[config.mk]
export PLATFORM = sky130hd
export DESIGN_NAME = ohpw_regs
export DESIGN_NICKNAME = d
export VERILOG_FILES = /design/src/verilog/ohpw_pkg.sv /design/src/verilog/ohpw_log_if.sv /design/src/verilog/ohpw_regs.sv /design/src/verilog/ohpw_err_log.sv
export VERILOG_INCLUDE_DIRS = /design/src /design/src/verilog
export SDC_FILE = /design/constraint.sdc
export NUM_CORES = 1
export LEC_CHECK = 0
export BUFFER_PORTS_ARGS = -buffer_cell sky130_fd_sc_hd__clkbuf_2
export CAP_MARGIN = 20
export CORE_ASPECT_RATIO = 1.4
export CORE_UTILIZATION = 30
export CTS_CLUSTER_SIZE = 14
export DETAILED_ROUTE_END_ITERATION = 6
export GPL_ROUTABILITY_DRIVEN = 1
export PLACE_DENSITY = 0.49
export SLEW_MARGIN = 10
export SYNTH_ARGS = -nofsm -noshare
export SYNTH_HDL_FRONTEND = slang
export SYNTH_SLANG_ARGS = --single-unit
export TNS_END_PERCENT = 5
[constraint.sdc]
create_clock -name clock -period 2.5 [get_ports clock]
set_clock_uncertainty 0.2 [all_clocks]
set_input_delay 0.125 -clock clock [delete_from_list [all_inputs] [get_ports clock]]
set_output_delay 0.125 -clock clock [all_outputs]
set_load 0.02 [all_outputs]
[src/verilog/ohpw_consts.svh]
// address map, field positions and fixed values of the error/control register slice
`ifndef OHPW_CONSTS_SVH
`define OHPW_CONSTS_SVH

// ----------------------------------------
// register offsets (byte addresses)
// ----------------------------------------
`define OHPW_ADDR_W 8
`define OHPW_OFS_ROM_HDR 8'h18
`define OHPW_OFS_BUS_OPT 8'h20
`define OHPW_OFS_ROM_MAP 8'h34
`define OHPW_OFS_PW_LO 8'h38
`define OHPW_OFS_PW_HI 8'h3c
`define OHPW_OFS_ORG_ID 8'h40
`define OHPW_OFS_CTL_SET 8'h50
`define OHPW_OFS_CTL_CLR 8'h54
`define OHPW_OFS_IRQ_STAT 8'h60
`define OHPW_OFS_IRQ_MASK 8'h64

// ----------------------------------------
// fields and values
// ----------------------------------------
// arbitrary identifier value
`define OHPW_ORG_ID_VAL 32'h00a5_5a00
`define OHPW_CTL_VALID_BIT 31
`define OHPW_CTL_LINK_BIT 17
`define OHPW_MAP_MASK 32'hffff_fc00
`define OHPW_ZERO 32'h0000_0000
`define OHPW_EV_W 3
`define OHPW_EV_PW_FAIL 0
`define OHPW_EV_ROM_REFUSED 1
`define OHPW_EV_FETCH_ERR 2
`define OHPW_EV_ZERO 3'h0

`endif

[src/verilog/ohpw_pkg.sv]
// types shared by the error/control register slice
`include "ohpw_consts.svh"
package ohpw_pkg;
   typedef logic [31:0] ohpw_word_t;
   typedef logic [`OHPW_EV_W-1:0] ohpw_ev_t;
   typedef logic [`OHPW_ADDR_W-1:0] ohpw_addr_t;
endpackage

[src/verilog/ohpw_log_if.sv]
// carrier between the register slice and its posted-write error log
`timescale 1ns/1ps
interface ohpw_log_if;
   logic cap;
   ohpw_pkg::ohpw_word_t cap_upper;
   ohpw_pkg::ohpw_word_t cap_lower;
   ohpw_pkg::ohpw_word_t upper;
   ohpw_pkg::ohpw_word_t lower;
   modport ctrl (output cap, output cap_upper, output cap_lower, input upper, input lower);
   modport store (input cap, input cap_upper, input cap_lower, output upper, output lower);
endinterface

[src/verilog/ohpw_regs.sv]
// posted-write error registers, identifier and host controller control pair
`timescale 1ns/1ps
`include "ohpw_consts.svh"
// Functional notes
// failed write logs bus and node numbers
// upper offset bits into low half
// error word changes only on failure
// lower offset word captured at 38h
// fixed read-only identifier at 40h
// set at 50h, clear at 54h
// valid flag enables rom reads, updates
// flag clear answers ack_type_error
// bus reset without flag keeps registers
// software sets flag only link disabled
// software builds image before setting flag
// flag cleared only by resets, fetch error
// error registers ignore software writes
module ohpw_regs (
   input wire logic clock,
   input wire logic rstn,
   input wire ohpw_pkg::ohpw_addr_t addr,
   input wire ohpw_pkg::ohpw_word_t wr_data,
   input wire logic wr_stb,
   input wire logic rd_stb,
   output ohpw_pkg::ohpw_word_t rd_data_q,
   input wire logic pw_fail,
   input wire logic [15:0] pw_requester_node_ident,
   input wire logic [15:0] pw_failed_offset_upper,
   input wire logic [31:0] pw_failed_offset_lower,
   input wire logic bus_reset,
   input wire logic fetch_error,
   input wire logic soft_reset,
   input wire logic rom_rd_req,
   input wire logic rom_update_req,
   output logic rom_rd_grant_q,
   output logic rom_rd_type_err_q,
   output logic rom_update_grant_q,
   output logic bus_info_image_valid_q,
   output logic link_active_enable_q,
   output ohpw_pkg::ohpw_word_t rom_map_base_q,
   output ohpw_pkg::ohpw_word_t rom_hdr_q,
   output ohpw_pkg::ohpw_word_t bus_opt_q,
   output logic irq_q
);

   // ----------------------------------------
   // decode helpers
   // ----------------------------------------
   function automatic logic ohpw_hit(input ohpw_pkg::ohpw_addr_t a,
                                     input ohpw_pkg::ohpw_addr_t ofs);
      return a == ofs;
   endfunction

   function automatic ohpw_pkg::ohpw_word_t ohpw_ev_word(input ohpw_pkg::ohpw_ev_t e);
      return {{(32-`OHPW_EV_W){1'b0}}, e};
   endfunction

   logic wr_set;
   logic wr_clr;
   logic wr_map;
   logic wr_hdr;
   logic wr_opt;
   logic wr_stat;
   logic wr_mask;
   logic set_valid_req;
   logic set_valid_ok;
   logic flag_drop;

   assign wr_set = wr_stb && ohpw_hit(addr, `OHPW_OFS_CTL_SET);
   assign wr_clr = wr_stb && ohpw_hit(addr, `OHPW_OFS_CTL_CLR);
   assign wr_map = wr_stb && ohpw_hit(addr, `OHPW_OFS_ROM_MAP);
   assign wr_hdr = wr_stb && ohpw_hit(addr, `OHPW_OFS_ROM_HDR);
   assign wr_opt = wr_stb && ohpw_hit(addr, `OHPW_OFS_BUS_OPT);
   assign wr_stat = wr_stb && ohpw_hit(addr, `OHPW_OFS_IRQ_STAT);
   assign wr_mask = wr_stb && ohpw_hit(addr, `OHPW_OFS_IRQ_MASK);
   assign set_valid_req = wr_set && wr_data[`OHPW_CTL_VALID_BIT];
   // set refused while link enabled
   assign set_valid_ok = set_valid_req && !link_active_enable_q;
   assign flag_drop = fetch_error || soft_reset;

   // ----------------------------------------
   // error log
   // ----------------------------------------
   ohpw_log_if log_bus ();

   // requester ident into upper bits
   // upper destination offset into low half
   assign log_bus.cap = pw_fail;
   assign log_bus.cap_upper = {pw_requester_node_ident, pw_failed_offset_upper};
   // lower offset word
   assign log_bus.cap_lower = pw_failed_offset_lower;

   ohpw_err_log u_log (
      .clock(clock),
      .rstn(rstn),
      .log(log_bus.store)
   );

   // ----------------------------------------
   // host controller control flags
   // ----------------------------------------
   // only resets or fetch error clear it
   always_ff @(posedge clock or negedge rstn) begin
      if (!rstn) begin
         bus_info_image_valid_q <= 1'b0;
      end else if (flag_drop) begin
         bus_info_image_valid_q <= 1'b0;
      end else if (set_valid_ok) begin
         bus_info_image_valid_q <= 1'b1;
      end
   end

   // set and clear pair for link enable
   always_ff @(posedge clock or negedge rstn) begin
      if (!rstn) begin
         link_active_enable_q <= 1'b0;
      end else if (soft_reset) begin
         link_active_enable_q <= 1'b0;
      end else if (wr_set && wr_data[`OHPW_CTL_LINK_BIT]) begin
         link_active_enable_q <= 1'b1;
      end else if (wr_clr && wr_data[`OHPW_CTL_LINK_BIT]) begin
         link_active_enable_q <= 1'b0;
      end
   end

   // ----------------------------------------
   // configuration rom responses
   // ----------------------------------------
   // grant while flag set
   // refuse with type error while clear
   always_ff @(posedge clock or negedge rstn) begin
      if (!rstn) begin
         rom_rd_grant_q <= 1'b0;
         rom_rd_type_err_q <= 1'b0;
         rom_update_grant_q <= 1'b0;
      end else begin
         rom_rd_grant_q <= rom_rd_req && bus_info_image_valid_q;
         rom_rd_type_err_q <= rom_rd_req && !bus_info_image_valid_q;
         rom_update_grant_q <= rom_update_req && bus_info_image_valid_q;
      end
   end

   // ----------------------------------------
   // rom image registers: pending and active
   // ----------------------------------------
   ohpw_pkg::ohpw_word_t map_pend_q;
   ohpw_pkg::ohpw_word_t hdr_pend_q;
   ohpw_pkg::ohpw_word_t opt_pend_q;

   always_ff @(posedge clock or negedge rstn) begin
      if (!rstn) begin
         map_pend_q <= `OHPW_ZERO;
         hdr_pend_q <= `OHPW_ZERO;
         opt_pend_q <= `OHPW_ZERO;
      end else begin
         if (wr_map) begin
            map_pend_q <= wr_data & `OHPW_MAP_MASK;
         end
         if (wr_hdr) begin
            hdr_pend_q <= wr_data;
         end
         if (wr_opt) begin
            opt_pend_q <= wr_data;
         end
      end
   end

   // bus reset loads only with flag set
   always_ff @(posedge clock or negedge rstn) begin
      if (!rstn) begin
         rom_map_base_q <= `OHPW_ZERO;
         rom_hdr_q <= `OHPW_ZERO;
         bus_opt_q <= `OHPW_ZERO;
      end else if (bus_reset && bus_info_image_valid_q) begin
         rom_map_base_q <= map_pend_q;
         rom_hdr_q <= hdr_pend_q;
         bus_opt_q <= opt_pend_q;
      end
   end

   // ----------------------------------------
   // interrupt status and mask
   // ----------------------------------------
   ohpw_pkg::ohpw_ev_t stat_q;
   ohpw_pkg::ohpw_ev_t mask_q;
   ohpw_pkg::ohpw_ev_t ev;
   ohpw_pkg::ohpw_ev_t stat_clr;

   always_comb begin
      ev = `OHPW_EV_ZERO;
      ev[`OHPW_EV_PW_FAIL] = pw_fail;
      ev[`OHPW_EV_ROM_REFUSED] = rom_rd_req && !bus_info_image_valid_q;
      ev[`OHPW_EV_FETCH_ERR] = fetch_error && bus_info_image_valid_q;
      stat_clr = wr_stat ? wr_data[`OHPW_EV_W-1:0] : `OHPW_EV_ZERO;
   end

   // new events win over a same-cycle clear
   always_ff @(posedge clock or negedge rstn) begin
      if (!rstn) begin
         stat_q <= `OHPW_EV_ZERO;
      end else begin
         stat_q <= (stat_q & ~stat_clr) | ev;
      end
   end

   always_ff @(posedge clock or negedge rstn) begin
      if (!rstn) begin
         mask_q <= `OHPW_EV_ZERO;
      end else if (wr_mask) begin
         mask_q <= wr_data[`OHPW_EV_W-1:0];
      end
   end

   always_ff @(posedge clock or negedge rstn) begin
      if (!rstn) begin
         irq_q <= 1'b0;
      end else begin
         irq_q <= |(stat_q & mask_q);
      end
   end

   // ----------------------------------------
   // read path
   // ----------------------------------------
   ohpw_pkg::ohpw_word_t rd_mux;
   ohpw_pkg::ohpw_word_t ctl_word;

   always_comb begin
      ctl_word = `OHPW_ZERO;
      ctl_word[`OHPW_CTL_VALID_BIT] = bus_info_image_valid_q;
      ctl_word[`OHPW_CTL_LINK_BIT] = link_active_enable_q;
   end

   always_comb begin
      rd_mux = `OHPW_ZERO;
      case (addr)
         `OHPW_OFS_ROM_HDR: rd_mux = rom_hdr_q;
         `OHPW_OFS_BUS_OPT: rd_mux = bus_opt_q;
         `OHPW_OFS_ROM_MAP: rd_mux = rom_map_base_q;
         // error words read-only
         `OHPW_OFS_PW_LO: rd_mux = log_bus.lower;
         `OHPW_OFS_PW_HI: rd_mux = log_bus.upper;
         // fixed identifier
         `OHPW_OFS_ORG_ID: rd_mux = `OHPW_ORG_ID_VAL;
         // both addresses read flags
         `OHPW_OFS_CTL_SET: rd_mux = ctl_word;
         `OHPW_OFS_CTL_CLR: rd_mux = ctl_word;
         `OHPW_OFS_IRQ_STAT: rd_mux = ohpw_ev_word(stat_q);
         `OHPW_OFS_IRQ_MASK: rd_mux = ohpw_ev_word(mask_q);
         default: rd_mux = `OHPW_ZERO;
      endcase
   end

   always_ff @(posedge clock or negedge rstn) begin
      if (!rstn) begin
         rd_data_q <= `OHPW_ZERO;
      end else if (rd_stb) begin
         rd_data_q <= rd_mux;
      end else begin
         rd_data_q <= `OHPW_ZERO;
      end
   end
endmodule

[src/verilog/ohpw_err_log.sv]
// posted-write error log: upper and lower error words, hardware capture only
`timescale 1ns/1ps
`include "ohpw_consts.svh"
module ohpw_err_log (
   input wire logic clock,
   input wire logic rstn,
   ohpw_log_if.store log
);
   ohpw_pkg::ohpw_word_t upper_q;
   ohpw_pkg::ohpw_word_t lower_q;

   // ----------------------------------------
   // capture
   // ----------------------------------------
   // update only on failure
   always_ff @(posedge clock or negedge rstn) begin
      if (!rstn) begin
         upper_q <= `OHPW_ZERO;
      end else if (log.cap) begin
         upper_q <= log.cap_upper;
      end
   end

   // lower offset capture
   always_ff @(posedge clock or negedge rstn) begin
      if (!rstn) begin
         lower_q <= `OHPW_ZERO;
      end else if (log.cap) begin
         lower_q <= log.cap_lower;
      end
   end

   assign log.upper = upper_q;
   assign log.lower = lower_q;
endmodule

== Yosys cells after proc, flatten, opt, wreduce, memory -nomap -nowiden ==
Cells that the tools add are included.
Widths: inputs -> output; s select.
Word-level totals
  register bits after elaboration: 280
  input bits: 114
Cells by class
  eq/ne operators: 10
  mux-type cells: 8
  reductions and logical operators: 23
  bitwise gates (word level): 4
Operators with widths (number)
  $pmux 32 s9: 1
  $eq 8x7->1 const B: 5
  $eq 8x6->1 const B: 4
  $mux 32: 1
  $logic_and 1x1->1: 16
  $eq 8x5->1 const B: 1
  $and 3x3->3: 2
  $mux 1: 5
  $mux 3: 1
  $not 3->3: 1
  $or 3x3->3: 1
  $reduce_bool 3->1: 1
  $reduce_or 3->1: 1
  $logic_not 1->1: 2
  $reduce_bool 2->1: 1
  $reduce_or 2->1: 1
  $logic_or 1x1->1: 1

== Logic depth before layout (Yosys ltp) ==
Gate-level depths: netlist (run 1).
  depth after elaboration: 6
  depth in mapped cells: 7

== Modules after synthesis ==
Synthesis (run 1) repeated with hierarchy kept, for this count alone.
Unflattened totals
  cell total of the unflattened synthesis: 913
  area, all modules: 12519.5 um2
By module, submodules not included
  ohpw_regs: seq. area each 5405.2 um2, times used 1, cells each 778, area an instance 9840.7 um2
  ohpw_err_log: seq. area each 1601.5 um2, times used 1, cells each 135, area an instance 2678.8 um2

== Worst setup path after synthesis (run 1) ==
No wires, ideal clock.
  kind: input to register
  from: in addr[2]
  to: reg opt_pend_q[10]
  cell stages on the path: 7
  library setup time: 125 ps
  arrival: 1979 ps
  setup slack: 196 ps
  path through: buf_2 or4_1 buf_2 nor4_4 nand2_2 buf_6 mux2_4
Between the ends
  word-level cells in the longest chain between the ends: 2
Ends and longest elaborated chain
  start, declared: RTL line ohpw_regs.sv:21  | input wire ohpw_pkg::ohpw_addr_t addr,
  $eq 8x6->1: RTL line ohpw_regs.sv:51  | return a == ofs;
  $logic_and 1x1->1: RTL line ohpw_regs.sv:73  | assign wr_opt = wr_stb && ohpw_hit(addr, `OHPW_OFS_BUS_OPT);
  end signal, assigned: RTL line ohpw_regs.sv:154  | opt_pend_q <= `OHPW_ZERO;
  end signal, assigned: RTL line ohpw_regs.sv:163  | opt_pend_q <= wr_data;
  end, declared: RTL line ohpw_regs.sv:148  | ohpw_pkg::ohpw_word_t opt_pend_q;
No other way between the ends.
A chain may end at the register's enable or synchronous reset.

== Worst setup path after layout (run 1) ==
  from: in addr[2]
  to: reg bus_info_image_valid_q
Between the ends
  word-level cells in the longest chain between the ends: 5
Ends and longest elaborated chain
  $eq 8x7->1: RTL line ohpw_regs.sv:51
  $logic_and 1x1->1: RTL line ohpw_regs.sv:69  | assign wr_set = wr_stb && ohpw_hit(addr, `OHPW_OFS_CTL_SET);
  $logic_and 1x1->1: RTL line ohpw_regs.sv:76  | assign set_valid_req = wr_set && wr_data[`OHPW_CTL_VALID_BIT];
  $logic_and 1x1->1: RTL line ohpw_regs.sv:78  | assign set_valid_ok = set_valid_req && !link_active_enable_q;
  $reduce_bool 2->1 (no line)
  end signal, assigned: RTL line ohpw_regs.sv:105  | bus_info_image_valid_q <= 1'b0;
  end signal, assigned: RTL line ohpw_regs.sv:107  | bus_info_image_valid_q <= 1'b0;
  end signal, assigned: RTL line ohpw_regs.sv:109  | bus_info_image_valid_q <= 1'b1;
  end, declared: RTL line ohpw_regs.sv:38  | output logic bus_info_image_valid_q,
No other way between the ends.

==> results.txt, run 1 <==
period utilization -> 0.9219
power density cells -> 626.1 nW/um2
cell repeated most along the worst path -> dlygate4sd3_1
drt pass-1 iters -> 4
final wirelength -> 37.39 mm
Final nets -> 1315
Reg2Reg Depth -> 3
Async SR Flop Fraction -> 1.000
Syn Area/Cell -> 14.59 um2
Post-CTS Resized -> 0
PortBufs -> 237
Detailed Place HPWL -> 24.52 mm
minimum clock period -> 2.305 ns
setup bufs post-CTS -> 0
CP max-delay cell -> or4_1
met2 Usage GRT -> 0.3351
Worst Hold Class -> in2async
Register-to-Register Setup Slack -> 0.73 ns
Initial Util -> 0.3053
Lkg Pwr -> 7.981 nW
Max Fclk -> 433.9 MHz
Post-CTS Hold Buffers -> 140
all-layer global routing usage -> 0.1900
drt wl/cell -> 21.40 um
antenna violations before repair -> 0
Min Hold Slack -> 0.03489 ns
Max-slew headroom -> 0.3427
GPL Wtd Cong -> 0.8311
pin count of the biggest net entering global routing -> 51
final max-slew violation count -> 0
number of synthesized flops with an enable pin -> 0
CORE AREA -> 38610 um2
met3 usage -> 0.03744
outcome -> finished, final reports clean
crit path buf inv count -> 4
crit path DAT -> 2.61 ns
first-pass GRT wire length -> 56.55 mm
R2R Path Start -> bus_info_image_valid_q
hold violation count in the final report -> 0
total CTS buffers -> 30
Die Width -> 169.5 um
maximum VDD drop -> 0.0006197 V
CP Cell Sequence -> dlygate4sd3_1, clkbuf_2, or4_1, buf_4, nor2_1, a41oi_1, nor3_1, dlygate4sd3_1
Gate Count Post-Synth -> 808
CP Launch Type -> input port
via count -> 8302
Setup crit end kind -> flop
CTS H-Tree Depth -> 1
synth unique cells -> 47
CTS root buf -> clkbuf_16
RSZ-0062 raised after global routing -> no
Area growth, synth to finish -> 37.68%
clock tree sinks -> 280
TritonCTS clock tree -> done
# rows -> 85
Die Area -> 40100 um2
DRT antenna net count -> 0
DR DRC count -> 0
Crit Path Class -> in2reg
DRT iter0 DRCs -> 376
clock slew at reported path FFs -> 0.07 ns
number of I/O pins -> 248
delay-heaviest family, CP -> buffers and inverters
CP Max Fanout -> 8
Antenna Cells -> 0
share of cells above drive strength 1 -> 0.4882
CP required -> 2.81 ns
Worst R2R End -> bus_opt_q[28]
chip height -> 236.5 um
max-cap violations -> 0
GR Util met1 -> 0.2271
Yosys Warn Count -> 0
Avg Vias per Cell -> 4.752
Seq/Total Area, Yosys -> 0.5945
final setup vio count -> 0
Critical Path Max Stage Delay -> 0.61 ns
worst slew pin tran -> 0.9860 ns
clock buffer depth -> 3
register bit total from synthesis -> 280
Syn Std Cell Area -> 11790 um2
top_reg_cell synth -> dfrtp_1
vias in the first global route -> 8976
final setup TNS -> 0 ns
Clock Latency Late Sink -> 0.57 ns
busiest grt layer -> met2
global route overflow -> 0
-- report_power, final --
| part | total, mW | switching (mW) | internal, mW |
|---|---|---|---|
| Clock | 4.47 | 1.88 | 2.58 |
| Sequential | 4.80 | 0.0889 | 4.71 |
| Combinational | 0.897 | 0.411 | 0.486 |
| Total | 10.2 | 2.38 | 7.78 |
-- placed cells by master (no fill, tap or decap), types with 4 or more instances in the layout --
cell and count:
buf_4 32, mux2_2 226, mux2_4 30, dfrtp_1 280, clkbuf_1 6, a211oi_1 14, buf_12 8, o21ai_0 4
inv_1 6, clkbuf_8 7, o2bb2ai_1 7, conb_1 10, clkbuf_2 235, clkinv_2 6, a221oi_1 25, a21oi_1 4
nand2_1 14, mux2i_1 31, clkbuf_16 31, dlygate4sd3_1 139, a22oi_1 8, nor3_1 42
-- Yosys cell counts, drive strengths merged (2+ instances only) --
library cell	number	area, um2
a211oi	14	105.1
a21o	3	22.52
a21oi	4	20.02
a221oi	25	219.0
a22oi	8	60.06
a32o	2	20.02
and2	2	12.51
buf	29	176.4
clkbuf	35	131.4
dfrtp	280	7007
inv	7	26.28
mux2	256	2995
mux2i	31	310.3
nand2	16	62.56
nand2b	3	18.77
nand3	4	20.02
nor2	4	15.01
nor3	43	215.2
nor4	4	40.04
nor4b	3	32.53
nor4bb	2	20.02
o21ai	4	20.02
o2bb2ai	7	61.31
or3	2	12.51
or3b	3	26.28
or4	3	22.52
-- sequential cells by signal (all words and copies together), names as in the netlist, 3 cells and up --
signal / flops
bus_opt_q: 32
hdr_pend_q: 32
opt_pend_q: 32
rd_data_q: 32
rom_hdr_q: 32
u_log.log.lower: 32
u_log.log.upper: 32
map_pend_q: 22
rom_map_base_q: 22
mask_q: 3
stat_q: 3
-- worst max path at each step --
stage | from | end | slack, ns | cells past startpoint
after global routing | addr[2] | bus_info_image_valid_q | 0.11 | 8
after detailed placement | addr[2] | rd_data_q[21] | 0.24 | 6
after floorplan | addr[2] | opt_pend_q[10] | 0.20 | 7
final | addr[2] | bus_info_image_valid_q | 0.20 | 8
after global placement | addr[2] | rd_data_q[15] | 0.29 | 6
after CTS | addr[2] | bus_info_image_valid_q | 0.25 | 8
-- cell families (layout without fill, tap and decap cells) --
family | count (synthesis) | in the layout | share of synthesized area
multiplexers | 287 | 287 | 0.2805
AND/OR/NAND/NOR | 96 | 96 | 0.04735
AO/OA/AOI/OAI | 73 | 73 | 0.04905
buffers and inverters | 71 | 479 | 0.02834
flip-flops | 280 | 280 | 0.5945
other | 1 | 10 | 0.0003182
-- metal layers --
layer  share of wire  up-vias
li1                -     3743
met4           0.032        0
met3           0.060       60
met1            0.40     4248
met5               0        -
met2            0.51      251
-- final cells by class --
class / count / area (um2)
clock buffer: 44 / 894.6
clock inverter: 12 / 100.1
fill: 3630 / 22380
inverter: 7 / 26.28
multi-input combinational: 466 / 4536
sequential: 280 / 7007
tap: 522 / 653.1
timing repair buffer: 416 / 3010
-- per-stage QoR --
step	power, mW	cell area [um2]	setup WS, ns	cells	utilization
floorplan	5.208	11820	0.1962	817	-
global placement	5.565	13810	0.2938	1551	0.3578
detailed placement	5.580	13810	0.2436	1551	0.3578
CTS	10.34	16230	0.2548	1747	0.4203
global route	10.57	16230	0.1097	1747	0.4203
finish	10.16	16230	0.1954	1747	0.4203
-- worst reg2reg max path: stages (launching register included) --
cell and delay [ns]:
dfrtp_1 0.54, nand2_4 0.17, buf_4 0.35, mux2_2 0.40
(Power assumes the default switching activity.)
==> run 2, diff against run 1 <==
--- a/config.mk
+++ b/config.mk
@@ -8,11 +8,11 @@
 export LEC_CHECK = 0
 export BUFFER_PORTS_ARGS = -buffer_cell sky130_fd_sc_hd__clkbuf_2
 export CAP_MARGIN = 20
-export CORE_ASPECT_RATIO = 1.4
+export CORE_ASPECT_RATIO = 1.1
 export CORE_UTILIZATION = 30
 export CTS_CLUSTER_SIZE = 14
 export DETAILED_ROUTE_END_ITERATION = 6
-export GPL_ROUTABILITY_DRIVEN = 1
+export GPL_ROUTABILITY_DRIVEN = 0
 export PLACE_DENSITY = 0.49
 export SLEW_MARGIN = 10
 export SYNTH_ARGS = -nofsm -noshare
==> results.txt, run 2 (synthesis results as in run 1) <==
outcome -> finished, final reports clean
fin worst setup slack -> 0.2451 ns (+0.04972 ns)
TritonCTS clock tree -> done
final instance area -> 16140 um2 (-0.56%)
hold depth -> 2
Register-to-Register Setup Slack -> 0.72 ns (about the same)
antenna violations before repair -> 0 (unchanged)
Setup crit end kind -> flop
first-pass GRT wire length -> 55.10 mm (-2.6%)
CTS root buf -> clkbuf_16
DRT iter0 DRCs -> 268 (-29%)
Worst Hold Class -> in2reg
CTS H-Tree Depth -> 2 (+1)
clock tree sinks -> 280 (unchanged)
Detailed Place HPWL -> 24.18 mm (-1.4%)
Lkg Pwr -> 7.954 nW (-0.34%)
CP Cell Sequence -> dlygate4sd3_1, clkbuf_2, or3b_2, or4_1, o31a_2, a211oi_1
clock slew at reported path FFs -> 0.06 ns (about the same)
final setup vio count -> 0 (unchanged)
HP Start -> pw_fail
max-cap violations -> 0 (unchanged)
Placed Cells -> 1528 (-1.5%)
Initial Util -> 0.3063 (+0.001042)
Critical Path Max Stage Delay -> 0.56 ns (-0.05 ns)
Finished Core Util -> 0.4194 (-0.0009390)
Crit Path Class -> in2reg
Die Width -> 191.0 um (+13%)
hold endpoint -> u_log.log.upper[25]
Area growth, synth to finish -> 36.90%
minimum clock period -> 2.255 ns (-0.04972 ns)
hold violation count in the final report -> 0 (unchanged)
final cell count without fillers -> 1703 (-2.5%)
Setup Slack @ Placement -> 0.1746 ns (-0.06906 ns)
PnR Total Power -> 10.88 mW (+7.1%)
CORE AREA -> 38470 um2 (-0.34%)
setup bufs post-CTS -> 0 (unchanged)
Clock Latency Late Sink -> 0.54 ns (-0.03 ns)
drt pass-1 iters -> 4 (unchanged)
most frequent cells in the layout -> dfrtp_1, clkbuf_2, mux2_2, dlygate4sd3_1, nor3_1
CP max-delay cell -> dlygate4sd3_1
CP required -> 2.72 ns (-0.09 ns)
R2R Path Start -> bus_info_image_valid_q
final wirelength -> 36.35 mm (-2.8%)
worst slew pin tran -> 1.010 ns (+0.02382 ns)
Min Hold Slack -> 0.01643 ns (-0.01846 ns)
Max Fclk -> 443.5 MHz (+2.2%)
final max-slew violation count -> 0 (unchanged)
CP Launch Type -> input port
most common cell after layout, fill and taps aside -> dfrtp_1
Antenna Cells -> 0 (unchanged)
PortBufs -> 237 (unchanged)
pin count of the biggest net entering global routing -> 71 (+39%)
# rows -> 75 (-12%)
clock buffer depth -> 3 (unchanged)
share of cells above drive strength 1 -> 0.4996 (+0.01142)
DP Area -> 13790 um2 (-0.20%)
CP Max Fanout -> 32 (+24)
chip height -> 209.9 um (-11%)
crit path DAT -> 2.47 ns (-0.14 ns)
power density cells -> 674.3 nW/um2 (+7.7%)
Die Area -> 40080 um2 (about the same)
RSZ-0062 raised after global routing -> no
global route overflow -> 0 (unchanged)
maximum VDD drop -> 0.0004076 V (-34%)
Worst R2R End -> rom_hdr_q[1]
total CTS buffers -> 36 (+20%)
drt wl/cell -> 21.34 um (-0.28%)
via count -> 8227 (-0.90%)
number of I/O pins -> 248 (unchanged)
Reg2Reg Depth -> 3 (unchanged)
DR DRC count -> 0 (unchanged)
Avg Vias per Cell -> 4.831 (+1.7%)
period utilization -> 0.9020 (-0.01989)
Final nets -> 1292 (-1.7%)
all-layer global routing usage -> 0.1849 (-0.005087)
DRT antenna net count -> 0 (unchanged)
final setup TNS -> 0 ns (unchanged)
vias in the first global route -> 8926 (-0.56%)
Max-slew headroom -> 0.3268 (-0.01588)
run 2: cell types whose count changed in the layout (fill, tap and decap cells not counted), moves of 2 or more:
cell / previous run / this run
buf_4: 32 / 30
bufinv_16: 1 / 4
clkbuf_1: 6 / 9
clkbuf_16: 31 / 36
clkbuf_8: 7 / 5
clkinv_2: 6 / 4
clkinv_8: 0 / 3
clkinvlp_4: 3 / 1
dlygate4sd3_1: 139 / 111
run 2: final cells by class:
cell class / instances / area (um2)
clock buffer: 50 / 1003
inverter: 7 / 26.28
multi-input combinational: 466 / 4531
fill: 3698 / 22340
timing repair buffer: 387 / 2735
clock inverter: 13 / 207.7
sequential: 280 / 7007
tap: 500 / 625.6
run 2: metal layers:
layer	up-vias	share of wire	GRT usage
met5	-	0	0
met4	0	0.023	0.05793
met2	253	0.48	0.3013
li1	3705	-	-
met3	60	0.066	0.04849
met1	4209	0.44	0.2382
run 2: timing repair:
item,in CTS,in global routing
gates resized for setup,0,0
hold buffers,112,0
hold endpoints to repair,445,0
run 2: how the worst max path moves through the flow:
| stage | from | endpoint | slack [ns] | cells past startpoint |
|---|---|---|---|---|
| floorplan | addr[2] | opt_pend_q[10] | 0.20 | 7 |
| global placement | addr[3] | rd_data_q[2] | 0.20 | 7 |
| detailed placement | addr[3] | rd_data_q[31] | 0.17 | 5 |
| CTS | addr[7] | rd_data_q[31] | 0.22 | 6 |
| global route | addr[7] | rd_data_q[11] | 0.13 | 6 |
| finish | addr[7] | rd_data_q[31] | 0.25 | 6 |
run 2: power breakdown:
part / switching [mW] / internal [mW]
sequential: 0.0894 / 4.71
clock: 2.01 / 3.24
combinational: 0.393 / 0.438
total: 2.49 / 8.39
run 2: worst max-delay path: cells and delay by family:
kind / cells / cell delay (ns)
and+or+nand+nor: 2 / 0.90
buffers and inverters: 2 / 0.69
AOI/OAI and AO/OA: 2 / 0.75
